`config.mk`:
```
export PLATFORM = sky130hd
export DESIGN_NAME = sbc_standby
export DESIGN_NICKNAME = d
export VERILOG_FILES = /design/src/core/sbc_pkg.sv /design/src/core/sbc_standby.sv
export SDC_FILE = /design/constraint.sdc
export NUM_CORES = 1
export LEC_CHECK = 0
export BUFFER_PORTS_ARGS = -buffer_cell sky130_fd_sc_hd__buf_2
export CAP_MARGIN = 20
export CELL_PAD_IN_SITES_DETAIL_PLACEMENT = 1
export CELL_PAD_IN_SITES_GLOBAL_PLACEMENT = 2
export CORE_MARGIN = 2
export CORE_UTILIZATION = 33
export CTS_CLUSTER_DIAMETER = 200
export DETAILED_ROUTE_END_ITERATION = 10
export PLACE_DENSITY = 0.77
export SKIP_LAST_GASP = 1
export SYNTH_ARGS = -nofsm -noshare
export SYNTH_HDL_FRONTEND = slang
export SYNTH_SLANG_ARGS = --single-unit
```
`constraint.sdc`:
```
create_clock -name clock -period 2.4 [get_ports clock]
set_input_delay 0.24 -clock clock [delete_from_list [all_inputs] [get_ports clock]]
set_output_delay 0.24 -clock clock [all_outputs]
set_load 0.02 [all_outputs]
```
`src/core/sbc_pkg.sv`:
```
// Function
// - HALT instruction stops the CPU clock
// - HALT keeps running oscillators oscillating
// - HALT released immediately by interrupt, no wait
// - STOP instruction halts high-speed oscillator, whole system
// - STOP released by interrupt, then stabilization wait
// - Registers, memory and port latches held in standby
// - STOP on internal clock keeps internal oscillator
// - STOP never stops a running internal oscillator
// - Internal-clock CPU waits 17 internal periods after STOP
// - Internal halt bit works only when option allows
// - Status cleared on reset, STOP, halt/main-off writes
// - Status bits set in order at thresholds, sticky
// - Status register read-only, bit or byte readable
// - Post-STOP counting limited to selected wait
// - Post-STOP wait counted from oscillation start only
// - Select register resets 05H, codes pick wait
// - Selected wait applies only on high-speed CPU clock
`default_nettype none

package sbc_pkg;

	// Register map and reset values
	localparam logic [15:0] SETTLE_STATUS_ADDR = 16'hffa3;
	localparam logic [15:0] SETTLE_SELECT_ADDR = 16'hffa4;
	localparam logic [7:0]  SETTLE_STATUS_RST  = 8'h00;
	localparam logic [2:0]  SETTLE_SELECT_RST  = 3'h5;

	// Thresholds: status bit i sets after 2**EXP periods
	localparam int          NUM_STEPS          = 5;
	localparam int          CNT_W              = 17;
	localparam int          STEP_EXP [NUM_STEPS] = '{16, 15, 14, 13, 11};
	localparam logic [CNT_W-1:0] CNT_MAX       = 17'h10000;

	// Select codes (low three bits of the select register)
	localparam logic [2:0]  SEL_2P11           = 3'h1;
	localparam logic [2:0]  SEL_2P13           = 3'h2;
	localparam logic [2:0]  SEL_2P14           = 3'h3;
	localparam logic [2:0]  SEL_2P15           = 3'h4;
	localparam logic [2:0]  SEL_2P16           = 3'h5;

	// Status bit index of each threshold
	localparam int          BIT_2P16           = 0;
	localparam int          BIT_2P15           = 1;
	localparam int          BIT_2P14           = 2;
	localparam int          BIT_2P13           = 3;
	localparam int          BIT_2P11           = 4;

	// Internal oscillator periods held after STOP on internal clock
	localparam logic [4:0]  INT_WAIT_PERIODS   = 5'h11;

	// Standby sequencer states, one-hot
	typedef enum logic [4:0] {
		ST_RUN  = 5'h01,
		ST_HALT = 5'h02,
		ST_STOP = 5'h04,
		ST_WHS  = 5'h08,
		ST_WINT = 5'h10
	} sbc_state_t;

	// Special function register request
	typedef struct packed {
		logic        rd;
		logic        wr;
		logic        bit_acc;
		logic [2:0]  bitsel;
		logic [15:0] addr;
		logic [7:0]  wdata;
	} sbc_sfr_req_t;

	// Clock and hold controls driven out of the block
	typedef struct packed {
		logic cpu_clk_en;
		logic hs_osc_enable;
		logic int_osc_enable;
		logic standby_hold;
	} sbc_clk_ctl_t;

endpackage : sbc_pkg

`default_nettype wire

```
`src/core/sbc_standby.sv`:
```
`default_nettype none

module sbc_standby (
	// Clock and reset
	input  wire logic                  clock,
	input  wire logic                  resetn,
	// Instruction stream and release events
	input  wire logic                  halt_exec,
	input  wire logic                  stop_exec,
	input  wire logic                  irq_pending,
	// CPU clock source currently selected
	input  wire logic                  cpu_on_internal,
	input  wire logic                  cpu_on_subsys,
	// Clock generator control bits and their write-one pulses
	input  wire logic                  main_osc_halt_bit,
	input  wire logic                  main_osc_halt_wr1,
	input  wire logic                  cpu_clock_main_off_wr1,
	input  wire logic                  internal_osc_halt_bit,
	input  wire logic                  opt_int_osc_stoppable,
	// Oscillator outputs arriving as pins
	input  wire logic                  hs_osc_clk_in,
	input  wire logic                  int_osc_clk_in,
	// Register port
	input  wire sbc_pkg::sbc_sfr_req_t sfr_req,
	output var  logic [7:0]            sfr_rdata,
	output var  logic                  sfr_rvalid,
	// Clock and hold controls
	output var  sbc_pkg::sbc_clk_ctl_t clk_ctl,
	output var  logic                  halt_active,
	output var  logic                  stop_active
);

	// Map a select code to the status bit of its threshold
	function automatic int unsigned sel_to_bit(input logic [2:0] sel);
		case (sel)
			sbc_pkg::SEL_2P11: sel_to_bit = sbc_pkg::BIT_2P11;
			sbc_pkg::SEL_2P13: sel_to_bit = sbc_pkg::BIT_2P13;
			sbc_pkg::SEL_2P14: sel_to_bit = sbc_pkg::BIT_2P14;
			sbc_pkg::SEL_2P15: sel_to_bit = sbc_pkg::BIT_2P15;
			// Prohibited codes fall back to the longest wait
			default:           sel_to_bit = sbc_pkg::BIT_2P16;
		endcase
	endfunction : sel_to_bit

	sbc_pkg::sbc_state_t              state_q;
	sbc_pkg::sbc_state_t              state_d;
	logic [sbc_pkg::CNT_W-1:0]        cnt_q;
	logic [sbc_pkg::CNT_W-1:0]        cnt_d;
	logic [sbc_pkg::NUM_STEPS-1:0]    status_q;
	logic [sbc_pkg::NUM_STEPS-1:0]    status_d;
	logic [sbc_pkg::NUM_STEPS-1:0]    reached;
	logic [2:0]                       select_q;
	logic [2:0]                       select_d;
	logic                             limit_q;
	logic                             limit_d;
	logic [4:0]                       int_cnt_q;
	logic [4:0]                       int_cnt_d;
	logic                             hs_s1_q;
	logic                             hs_s2_q;
	logic                             hs_s3_q;
	logic                             int_s1_q;
	logic                             int_s2_q;
	logic                             int_s3_q;
	logic                             hs_edge;
	logic                             int_edge;
	logic                             settle_clear;
	logic                             sel_reached;
	logic                             cnt_run;
	logic                             stop_ok;
	logic                             sel_status;
	logic                             sel_select;
	logic [7:0]                       status_byte;
	logic [7:0]                       select_byte;
	logic [7:0]                       read_byte;
	logic [7:0]                       rdata_d;
	logic                             hs_en_d;
	logic                             int_en_d;
	logic                             int_osc_off;

	// Oscillator pins: two flops, then a third for edge detection
	always_ff @(posedge clock or negedge resetn) begin
		if (!resetn) begin
			hs_s1_q  <= 1'b0;
			hs_s2_q  <= 1'b0;
			hs_s3_q  <= 1'b0;
			int_s1_q <= 1'b0;
			int_s2_q <= 1'b0;
			int_s3_q <= 1'b0;
		end else begin
			hs_s1_q  <= hs_osc_clk_in;
			hs_s2_q  <= hs_s1_q;
			hs_s3_q  <= hs_s2_q;
			int_s1_q <= int_osc_clk_in;
			int_s2_q <= int_s1_q;
			int_s3_q <= int_s2_q;
		end
	end

	// One pulse per oscillator period; edges only exist once it oscillates
	assign hs_edge  = hs_s2_q & ~hs_s3_q;
	assign int_edge = int_s2_q & ~int_s3_q;

	// Threshold comparison per status bit
	genvar gi;
	generate
		for (gi = 0; gi < sbc_pkg::NUM_STEPS; gi++) begin : g_step
			assign reached[gi] = cnt_q >= sbc_pkg::CNT_W'(1 << sbc_pkg::STEP_EXP[gi]);
		end
	endgenerate

	// STOP from the subsystem clock is not a legal entry and is ignored
	assign stop_ok      = stop_exec & ~cpu_on_subsys;
	assign settle_clear = (state_q == sbc_pkg::ST_RUN && stop_ok)
		| main_osc_halt_wr1 | cpu_clock_main_off_wr1;
	assign sel_reached  = reached[sel_to_bit(select_q)];

	// After a STOP release the counter freezes at the selected wait
	assign cnt_run = hs_edge & clk_ctl.hs_osc_enable
		& ~(limit_q & sel_reached) & (cnt_q != sbc_pkg::CNT_MAX);

	// Settling counter and sticky thermometer status
	always_comb begin
		cnt_d    = cnt_q;
		status_d = status_q | reached;
		limit_d  = limit_q;
		if (settle_clear) begin
			cnt_d    = '0;
			status_d = '0;
			limit_d  = 1'b0;
		end else if (cnt_run) begin
			cnt_d = cnt_q + sbc_pkg::CNT_W'(1);
		end
		if (state_q == sbc_pkg::ST_STOP && irq_pending) begin
			limit_d = 1'b1;
		end
	end

	// Internal oscillator period counter for the post-STOP hold
	always_comb begin
		int_cnt_d = int_cnt_q;
		if (state_q != sbc_pkg::ST_WINT) begin
			int_cnt_d = '0;
		end else if (int_edge) begin
			int_cnt_d = int_cnt_q + 5'h01;
		end
	end

	// Standby sequencer
	always_comb begin
		case (state_q)
			sbc_pkg::ST_RUN: begin
				if (stop_ok) begin
					state_d = sbc_pkg::ST_STOP;
				end else if (halt_exec) begin
					state_d = sbc_pkg::ST_HALT;
				end else begin
					state_d = sbc_pkg::ST_RUN;
				end
			end
			sbc_pkg::ST_HALT: begin
				// Release with no wait: oscillators never stopped
				state_d = irq_pending ? sbc_pkg::ST_RUN : sbc_pkg::ST_HALT;
			end
			sbc_pkg::ST_STOP: begin
				if (!irq_pending) begin
					state_d = sbc_pkg::ST_STOP;
				end else if (cpu_on_internal) begin
					state_d = sbc_pkg::ST_WINT;
				end else begin
					state_d = sbc_pkg::ST_WHS;
				end
			end
			sbc_pkg::ST_WHS: begin
				state_d = sel_reached ? sbc_pkg::ST_RUN : sbc_pkg::ST_WHS;
			end
			sbc_pkg::ST_WINT: begin
				state_d = (int_cnt_q >= sbc_pkg::INT_WAIT_PERIODS) ? sbc_pkg::ST_RUN
					: sbc_pkg::ST_WINT;
			end
			default: begin
				state_d = sbc_pkg::ST_RUN;
			end
		endcase
	end

	// Oscillator enables; STOP only touches the high-speed one
	assign int_osc_off = opt_int_osc_stoppable & internal_osc_halt_bit;
	assign hs_en_d     = ~main_osc_halt_bit & (state_d != sbc_pkg::ST_STOP);
	assign int_en_d    = ~int_osc_off;

	// Register decode and read data
	assign sel_status  = sfr_req.addr == sbc_pkg::SETTLE_STATUS_ADDR;
	assign sel_select  = sfr_req.addr == sbc_pkg::SETTLE_SELECT_ADDR;
	assign status_byte = {3'h0, status_q};
	assign select_byte = {5'h00, select_q};
	assign read_byte   = sel_status ? status_byte : sel_select ? select_byte : 8'h00;
	assign rdata_d     = sfr_req.bit_acc ? {7'h00, read_byte[sfr_req.bitsel]}
		: read_byte;

	// Select register takes byte writes only; status ignores writes
	assign select_d = (sfr_req.wr && !sfr_req.bit_acc && sel_select)
		? sfr_req.wdata[2:0] : select_q;

	// Counter, status and select state
	always_ff @(posedge clock or negedge resetn) begin
		if (!resetn) begin
			cnt_q     <= '0;
			status_q  <= sbc_pkg::SETTLE_STATUS_RST[sbc_pkg::NUM_STEPS-1:0];
			limit_q   <= 1'b0;
			select_q  <= sbc_pkg::SETTLE_SELECT_RST;
			int_cnt_q <= '0;
		end else begin
			cnt_q     <= cnt_d;
			status_q  <= status_d;
			limit_q   <= limit_d;
			select_q  <= select_d;
			int_cnt_q <= int_cnt_d;
		end
	end

	// Sequencer state
	always_ff @(posedge clock or negedge resetn) begin
		if (!resetn) begin
			state_q <= sbc_pkg::ST_RUN;
		end else begin
			state_q <= state_d;
		end
	end

	// Registered controls; hold freezes latches and memory writes in standby
	always_ff @(posedge clock or negedge resetn) begin
		if (!resetn) begin
			clk_ctl.cpu_clk_en     <= 1'b1;
			clk_ctl.hs_osc_enable  <= 1'b0;
			clk_ctl.int_osc_enable <= 1'b1;
			clk_ctl.standby_hold   <= 1'b0;
			halt_active            <= 1'b0;
			stop_active            <= 1'b0;
		end else begin
			clk_ctl.cpu_clk_en     <= state_d == sbc_pkg::ST_RUN;
			clk_ctl.hs_osc_enable  <= hs_en_d;
			clk_ctl.int_osc_enable <= int_en_d;
			clk_ctl.standby_hold   <= state_d != sbc_pkg::ST_RUN;
			halt_active            <= state_d == sbc_pkg::ST_HALT;
			stop_active            <= state_d == sbc_pkg::ST_STOP;
		end
	end

	// Read answer one cycle after the request
	always_ff @(posedge clock or negedge resetn) begin
		if (!resetn) begin
			sfr_rdata  <= 8'h00;
			sfr_rvalid <= 1'b0;
		end else begin
			sfr_rdata  <= sfr_req.rd ? rdata_d : 8'h00;
			sfr_rvalid <= sfr_req.rd;
		end
	end

endmodule : sbc_standby

`default_nettype wire

```
# Yosys cells after proc, flatten, opt, wreduce, memory -nomap -nowiden
# Cells that the tools add are included.
# totals
word_cells	98
in_bits	44
ff_bits	54
out_inout_bits	15
# classes
eq_ne	18
reduce_logical	8
addsub	2
muxes	24
magnitude_cmp	8
bitwise_logic	18
# op_table
op	count
$mux W5	10
$mux W17	2
$eq A16 B16 Y1 const B	2
$lt A32 B4 Y1 const B	1
$pmux W5 S5	1
$add A17 B1 Y17 const B	1
$ge A17 B12 Y1 const B	1
$ge A17 B14 Y1 const B	1
$ge A17 B15 Y1 const B	1
$ge A17 B16 Y1 const B	1
$ge A17 B17 Y1 const B	1
$ne A17 B17 Y1 const B	1
$pmux W3 S4	1
$eq A5 B1 Y1 const B	2
$eq A5 B2 Y1 const B	2
$eq A5 B3 Y1 const B	2
$and A1 B1 Y1	9
$bmux W1 S3	2
$eq A3 B2 Y1 const B	2
$not A1 Y1	6
$reduce_bool A2 Y1	3
$add A5 B1 Y5 const B	1
$eq A5 B4 Y1 const B	1
$eq A5 B5 Y1 const B	1
other kinds (15)	23

# Logic depth before layout (Yosys ltp)
# logic_depth
word_depth	10
ltp_mapped	8
depth_no_buf	7

# Worst setup path after synthesis
# Ideal clock, no wire load.
# synth_path
kind	input-to-reg
startpoint	input port sfr_req[11] (netlist name)
endpoint	register select_q[1]
path_slack_ps	338
path_buffers	0
setup_ps	125
t_arrival_ps	1937
required_ps	2275
stages	5
path_cell_list	or4b_1 -> or4_1 -> nor2_1 -> and3_1 -> mux2_2
# synth_via
elab_chain_len	2
# synth_lines
item	line_no	text
start, declared	sbc_standby.sv:24	input wire sbc_pkg::sbc_sfr_req_t sfr_req,
$eq A16 B16 Y1	sbc_standby.sv:193	assign sel_select = sfr_req.addr == sbc_pkg::SETTLE_SELECT_ADDR;
$logic_and A1 B1 Y1	sbc_standby.sv:201	assign select_d = (sfr_req.wr && !sfr_req.bit_acc && sel_select)
end signal, assigned	sbc_standby.sv:210	select_q <= sbc_pkg::SETTLE_SELECT_RST;
end signal, assigned	sbc_standby.sv:216	select_q <= select_d;
end, declared	sbc_standby.sv:52	logic [2:0] select_q;
# Every way passes these cells.
# A chain may end at the register's enable or synchronous reset.

# Worst setup path after layout
# layout_path
startpoint	register select_q[0]
endpoint	register cnt_q[3] (netlist name)
# layout_via
elab_chain_len	9
word_cells_on_any_way	12
cone_classes	eq/ne: 4; mux: 3; bitwise: 4; reduce/logical: 1
# layout_lines
item	line_no	text
$eq A3 B3 Y1 (tied with other cells)	sbc_standby.sv:35	case (sel)
$pmux W3 S4 (*)	sbc_standby.sv:35	
$bmux W1 S3 (*)	sbc_standby.sv:115	assign sel_reached = reached[sel_to_bit(select_q)];
$mux W1 (not written as such) (*)	sbc_standby.sv:115	
$and A1 B1 Y1 (*)	sbc_standby.sv:119	& ~(limit_q & sel_reached) & (cnt_q != sbc_pkg::CNT_MAX);
$not A1 Y1 (*)	sbc_standby.sv:119	
$and A1 B1 Y1 (*) (2 in a row)	sbc_standby.sv:119	
$reduce_bool A2 Y1 (no line) (*)	--	
end signal, assigned	sbc_standby.sv:213	cnt_q <= cnt_d;
end, declared	sbc_standby.sv:47	logic [sbc_pkg::CNT_W-1:0] cnt_q;
# Every way passes the cells marked *; elsewhere a longest branch is shown, timed or not. The select of a mux whose other input is x is not followed.

==> flow_metrics.py <==
metrics = {
    "critical_path": {
        "critPathLaunchType": "flop",
        "endpoint": "cnt_q[3]$_DFFE_PN0P_",
        "cp-end-kind": "flop",
        "worstReg2RegEnd": "cnt_q[3]$_DFFE_PN0P_",
        "crit_fanout": 21,
        "startpoint": "select_q[0]$_DFFE_PN1P_",
        "arrival_ns": 2.41,
        "ff2ff_path_depth": 5,
        "required_ns": 2.64,
        "r2r-start": "select_q[0]$_DFFE_PN1P_",
        "critPathKind": "reg2reg",
        "rrSetupSlack_ns": 0.23,
    },
    "synthesis": {
        "synth.top_cell.area_share_pct": 44.65,
        "syn_area_um2": 2746,
        "ys.flop_type": "dfrtp_1",
        "synth_seq_cells": 54,
        "syn_inst": 282,
        "yosysTopAreaCell": "dfrtp_1",
        "synth.distinct_cells": 56,
        "synth.avg_cell_area_um2": 9.739,
        "netlist_top_cells_area": "dfrtp_1 (45%), dfstp_2 (4.8%), a21oi_1 (3.6%)",
        "yosys_warnings": 0,
        "async_reset_ff_share_pct": 100.0,
        "synth-edff-count": 0,
        "yosysSeqAreaShare_pct": 49.43,
        "post-synth-top-count-cell": "dfrtp_1",
        "yosys-top-cells-count": "dfrtp_1 (49), nor2_1 (23), a21oi_1 (20), nand2_1 (20), inv_1 (11)",
    },
    "detailed_routing": {
        "wl_per_cell_um": 15.28,
        "drtAntennaViolNets": 0,
        "vias": 2356,
        "drt_iter0_markers": 64,
        "via_per_inst": 5.318,
        "totalWireLength_um": 6771,
        "drc": 0,
        "drt_pass1_iterations": 4,
    },
    "finish": {
        "synthToLayoutAreaGrowth_pct": 18.59,
        "drive_gt1_share_pct": 23.67,
        "final_nets": 385,
        "antenna_cells": 0,
        "design_area_um2": 3257,
        "fin_cells": 443,
    },
    "floorplan": {
        "fp.dieW_um": 95.23,
        "die_y_um": 95.23,
        "rows": 33,
        "fp.dieArea_um2": 9068,
        "io_pins": 59,
        "core_area_um2": 8134,
        "start_util_pct": 33.76,
    },
    "place": {
        "dp_cells": 434,
        "dpl_cell_area_um2": 3136,
        "io_buffers": 50,
        "hpwlAfterDp_um": 4958,
        "gp_congestion": 0.7901,
    },
    "power": {
        "ir_drop_mv": 0.2697,
        "power_density_nw_per_um2": 626.1,
        "p_leak_nw": 1.399,
        "p_clk_share_pct": 30.3,
        "p_int_w": 0.001454,
        "pwr-share-comb_pct": 19.1,
        "p_switching_w": 0.0005855,
        "pwr-share-seq_pct": 50.6,
        "swShare_pct": 28.72,
    },
    "timing": {
        "max_freq_mhz": 460.5,
        "relSlewSlack_pct": 53.10,
        "tns_ns": 0,
        "rsz0062_at_grt": "no",
        "setup_viol": 0,
        "hold_viol_final": 0,
        "timing.hold.ws_ns": 0.03249,
        "fin_crit_sh_pct": 90.47,
        "slew_violations": 0,
        "fin_crit_ns": 2.171,
        "tightest_slew_ns": 0.6981,
        "skew_ns": 0.008160,
    },
    "global_routing": {
        "antenna_found_initial": 0,
        "grt.overflow.total": 0,
        "grt_use_total_pct": 16.43,
        "grt_pass1_vias": 2504,
        "grt_pass1_wl_um": 11800,
        "grt_max_degree": 55,
    },
    "run": {
        "maxCapViolCount": 0,
    },
    "hold_path": {
        "hold_class": "in2reg",
    },
    "clock_network": {
        "ctsLongestPathBuffers": 2,
        "cts_tree": "yes",
        "cts_buffers": 5,
        "clkTransAtPathRegs_ns": 0.10,
        "clkLatencyLatePin_ns": 0.31,
        "cts_sinks": 54,
        "htreeDepth": 2,
        "root_buffer": "clkbuf_8",
    },
    "outcome": {
        "outcome": "finished, final reports clean",
    },
}
==> cells in the final DEF, fill, tap and decap left out, types with 3 or more instances in the layout <==
cell      Yosys  routed
a211oi_1      4       4
a21oi_1      20      20
a22oi_1       3       3
and3_1        5       5
and4_1        5       5
buf_2         1      50
buf_4         3       8
clkbuf_8      0       5
conb_1        1       3
dfrtp_1      49      49
dfstp_2       5       5
ha_1          4       4
inv_1        11      11
mux2_2        3       3
nand2_1      20      20
nand3_1      10      10
nand4_1      10      10
nor2_1       23      23
nor2b_1       7       7
nor3_1        9       9
nor4_1        7       7
o21ai_0      10      10
o31ai_1       6       6
o41ai_1       3       3
or3_1         5       5
or4_1         8       8
xor2_1        4       4
==> what timing repair did <==
action                                  in CTS  in global routing
endpoints found under the setup margin       0                 10
hold buffers                                 1                  0
hold endpoints to repair                    49                  0
setup buffers                                0                  0
resized for setup                            0                  1
==> stage by stage <==
step	worst slack [ns]	total power, W	utilization, %
2_1_floorplan	0.3384	0.001298	-
3_3_place_gp	0.1437	0.001437	38.55
3_5_place_dp	0.1227	0.001442	38.55
4_1_cts	0.08663	0.002072	40.02
5_1_grt	0.05959	0.002161	40.04
6_report	0.2286	0.002039	40.04
==> registers in the layout, summed over array words and instances (netlist names), 3 cells and up <==
name / count
status_q: 5
cnt_q: 17
clk_ctl: 4
sfr_rdata: 5
int_cnt_q: 5
select_q: 3
state_q: 5
==> kinds of logic after synthesis <==
logic type	Yosys count	synth area share, %
other cells	1	0.1365
buf+inv	25	4.419
fa+ha+maj	4	1.822
flops	54	49.43
xor+xnor	5	1.594
mux	4	1.594
simple gates	123	24.97
compound gates	66	16.04
==> worst max-delay path, stage by stage (launching register included) <==
cell,delay [ns]
dfstp_2,0.59
xor2_1,0.08
a221o_1,0.38
o21a_2,0.35
or4_1,0.54
a21oi_1,0.15
==> routing by layer <==
layer	vias to the layer above	share of wire [%]	global-route usage (%)
met2	44	48	28.17
met3	5	3.7	3.320
met4	0	0.95	5.193
met5	-	0	0
li1	1153	-	-
met1	1154	47	20.75
==> power by group through the flow <==
stage / logic [W] / clock network [W] / registers, W
6_report: 0.000390 / 0.000617 / 0.00103
5_1_grt: 0.000443 / 0.000675 / 0.00104
4_1_cts: 0.000395 / 0.000644 / 0.00103
3_5_place_dp: 0.000393 / 0 / 0.00105
3_3_place_gp: 0.000386 / 0 / 0.00105
2_1_floorplan: 0.000221 / 0 / 0.00108
==> cell type report <==
| type | instances | area, um^2 |
|---|---|---|
| Timing Repair Buffer | 60 | 340.3 |
| Clock inverter | 2 | 37.54 |
| Multi-Input combinational cell | 205 | 1276 |
| Inverter | 11 | 41.29 |
| Sequential cell | 54 | 1358 |
| Tap cell | 105 | 131.4 |
| Clock buffer | 6 | 72.57 |
| Fill cell | 944 | 4877 |
==> worst min path at each step <==
stage	startpoint	to	slack [ns]	depth (start not counted)
finish	int_osc_clk_in	int_s1_q$_DFF_PN0_	0.03	1
global route	int_osc_clk_in	int_s1_q$_DFF_PN0_	0.009	1
CTS	int_osc_clk_in	int_s1_q$_DFF_PN0_	0.01	1
detailed placement	resetn	sfr_rdata[0]$_DFF_PN0_	0.27	2
global placement	resetn	sfr_rvalid$_DFF_PN0_	0.26	2
floorplan	resetn	clk_ctl[0]$_DFF_PN0_	-0.06	0
(Power assumes the default switching activity.)
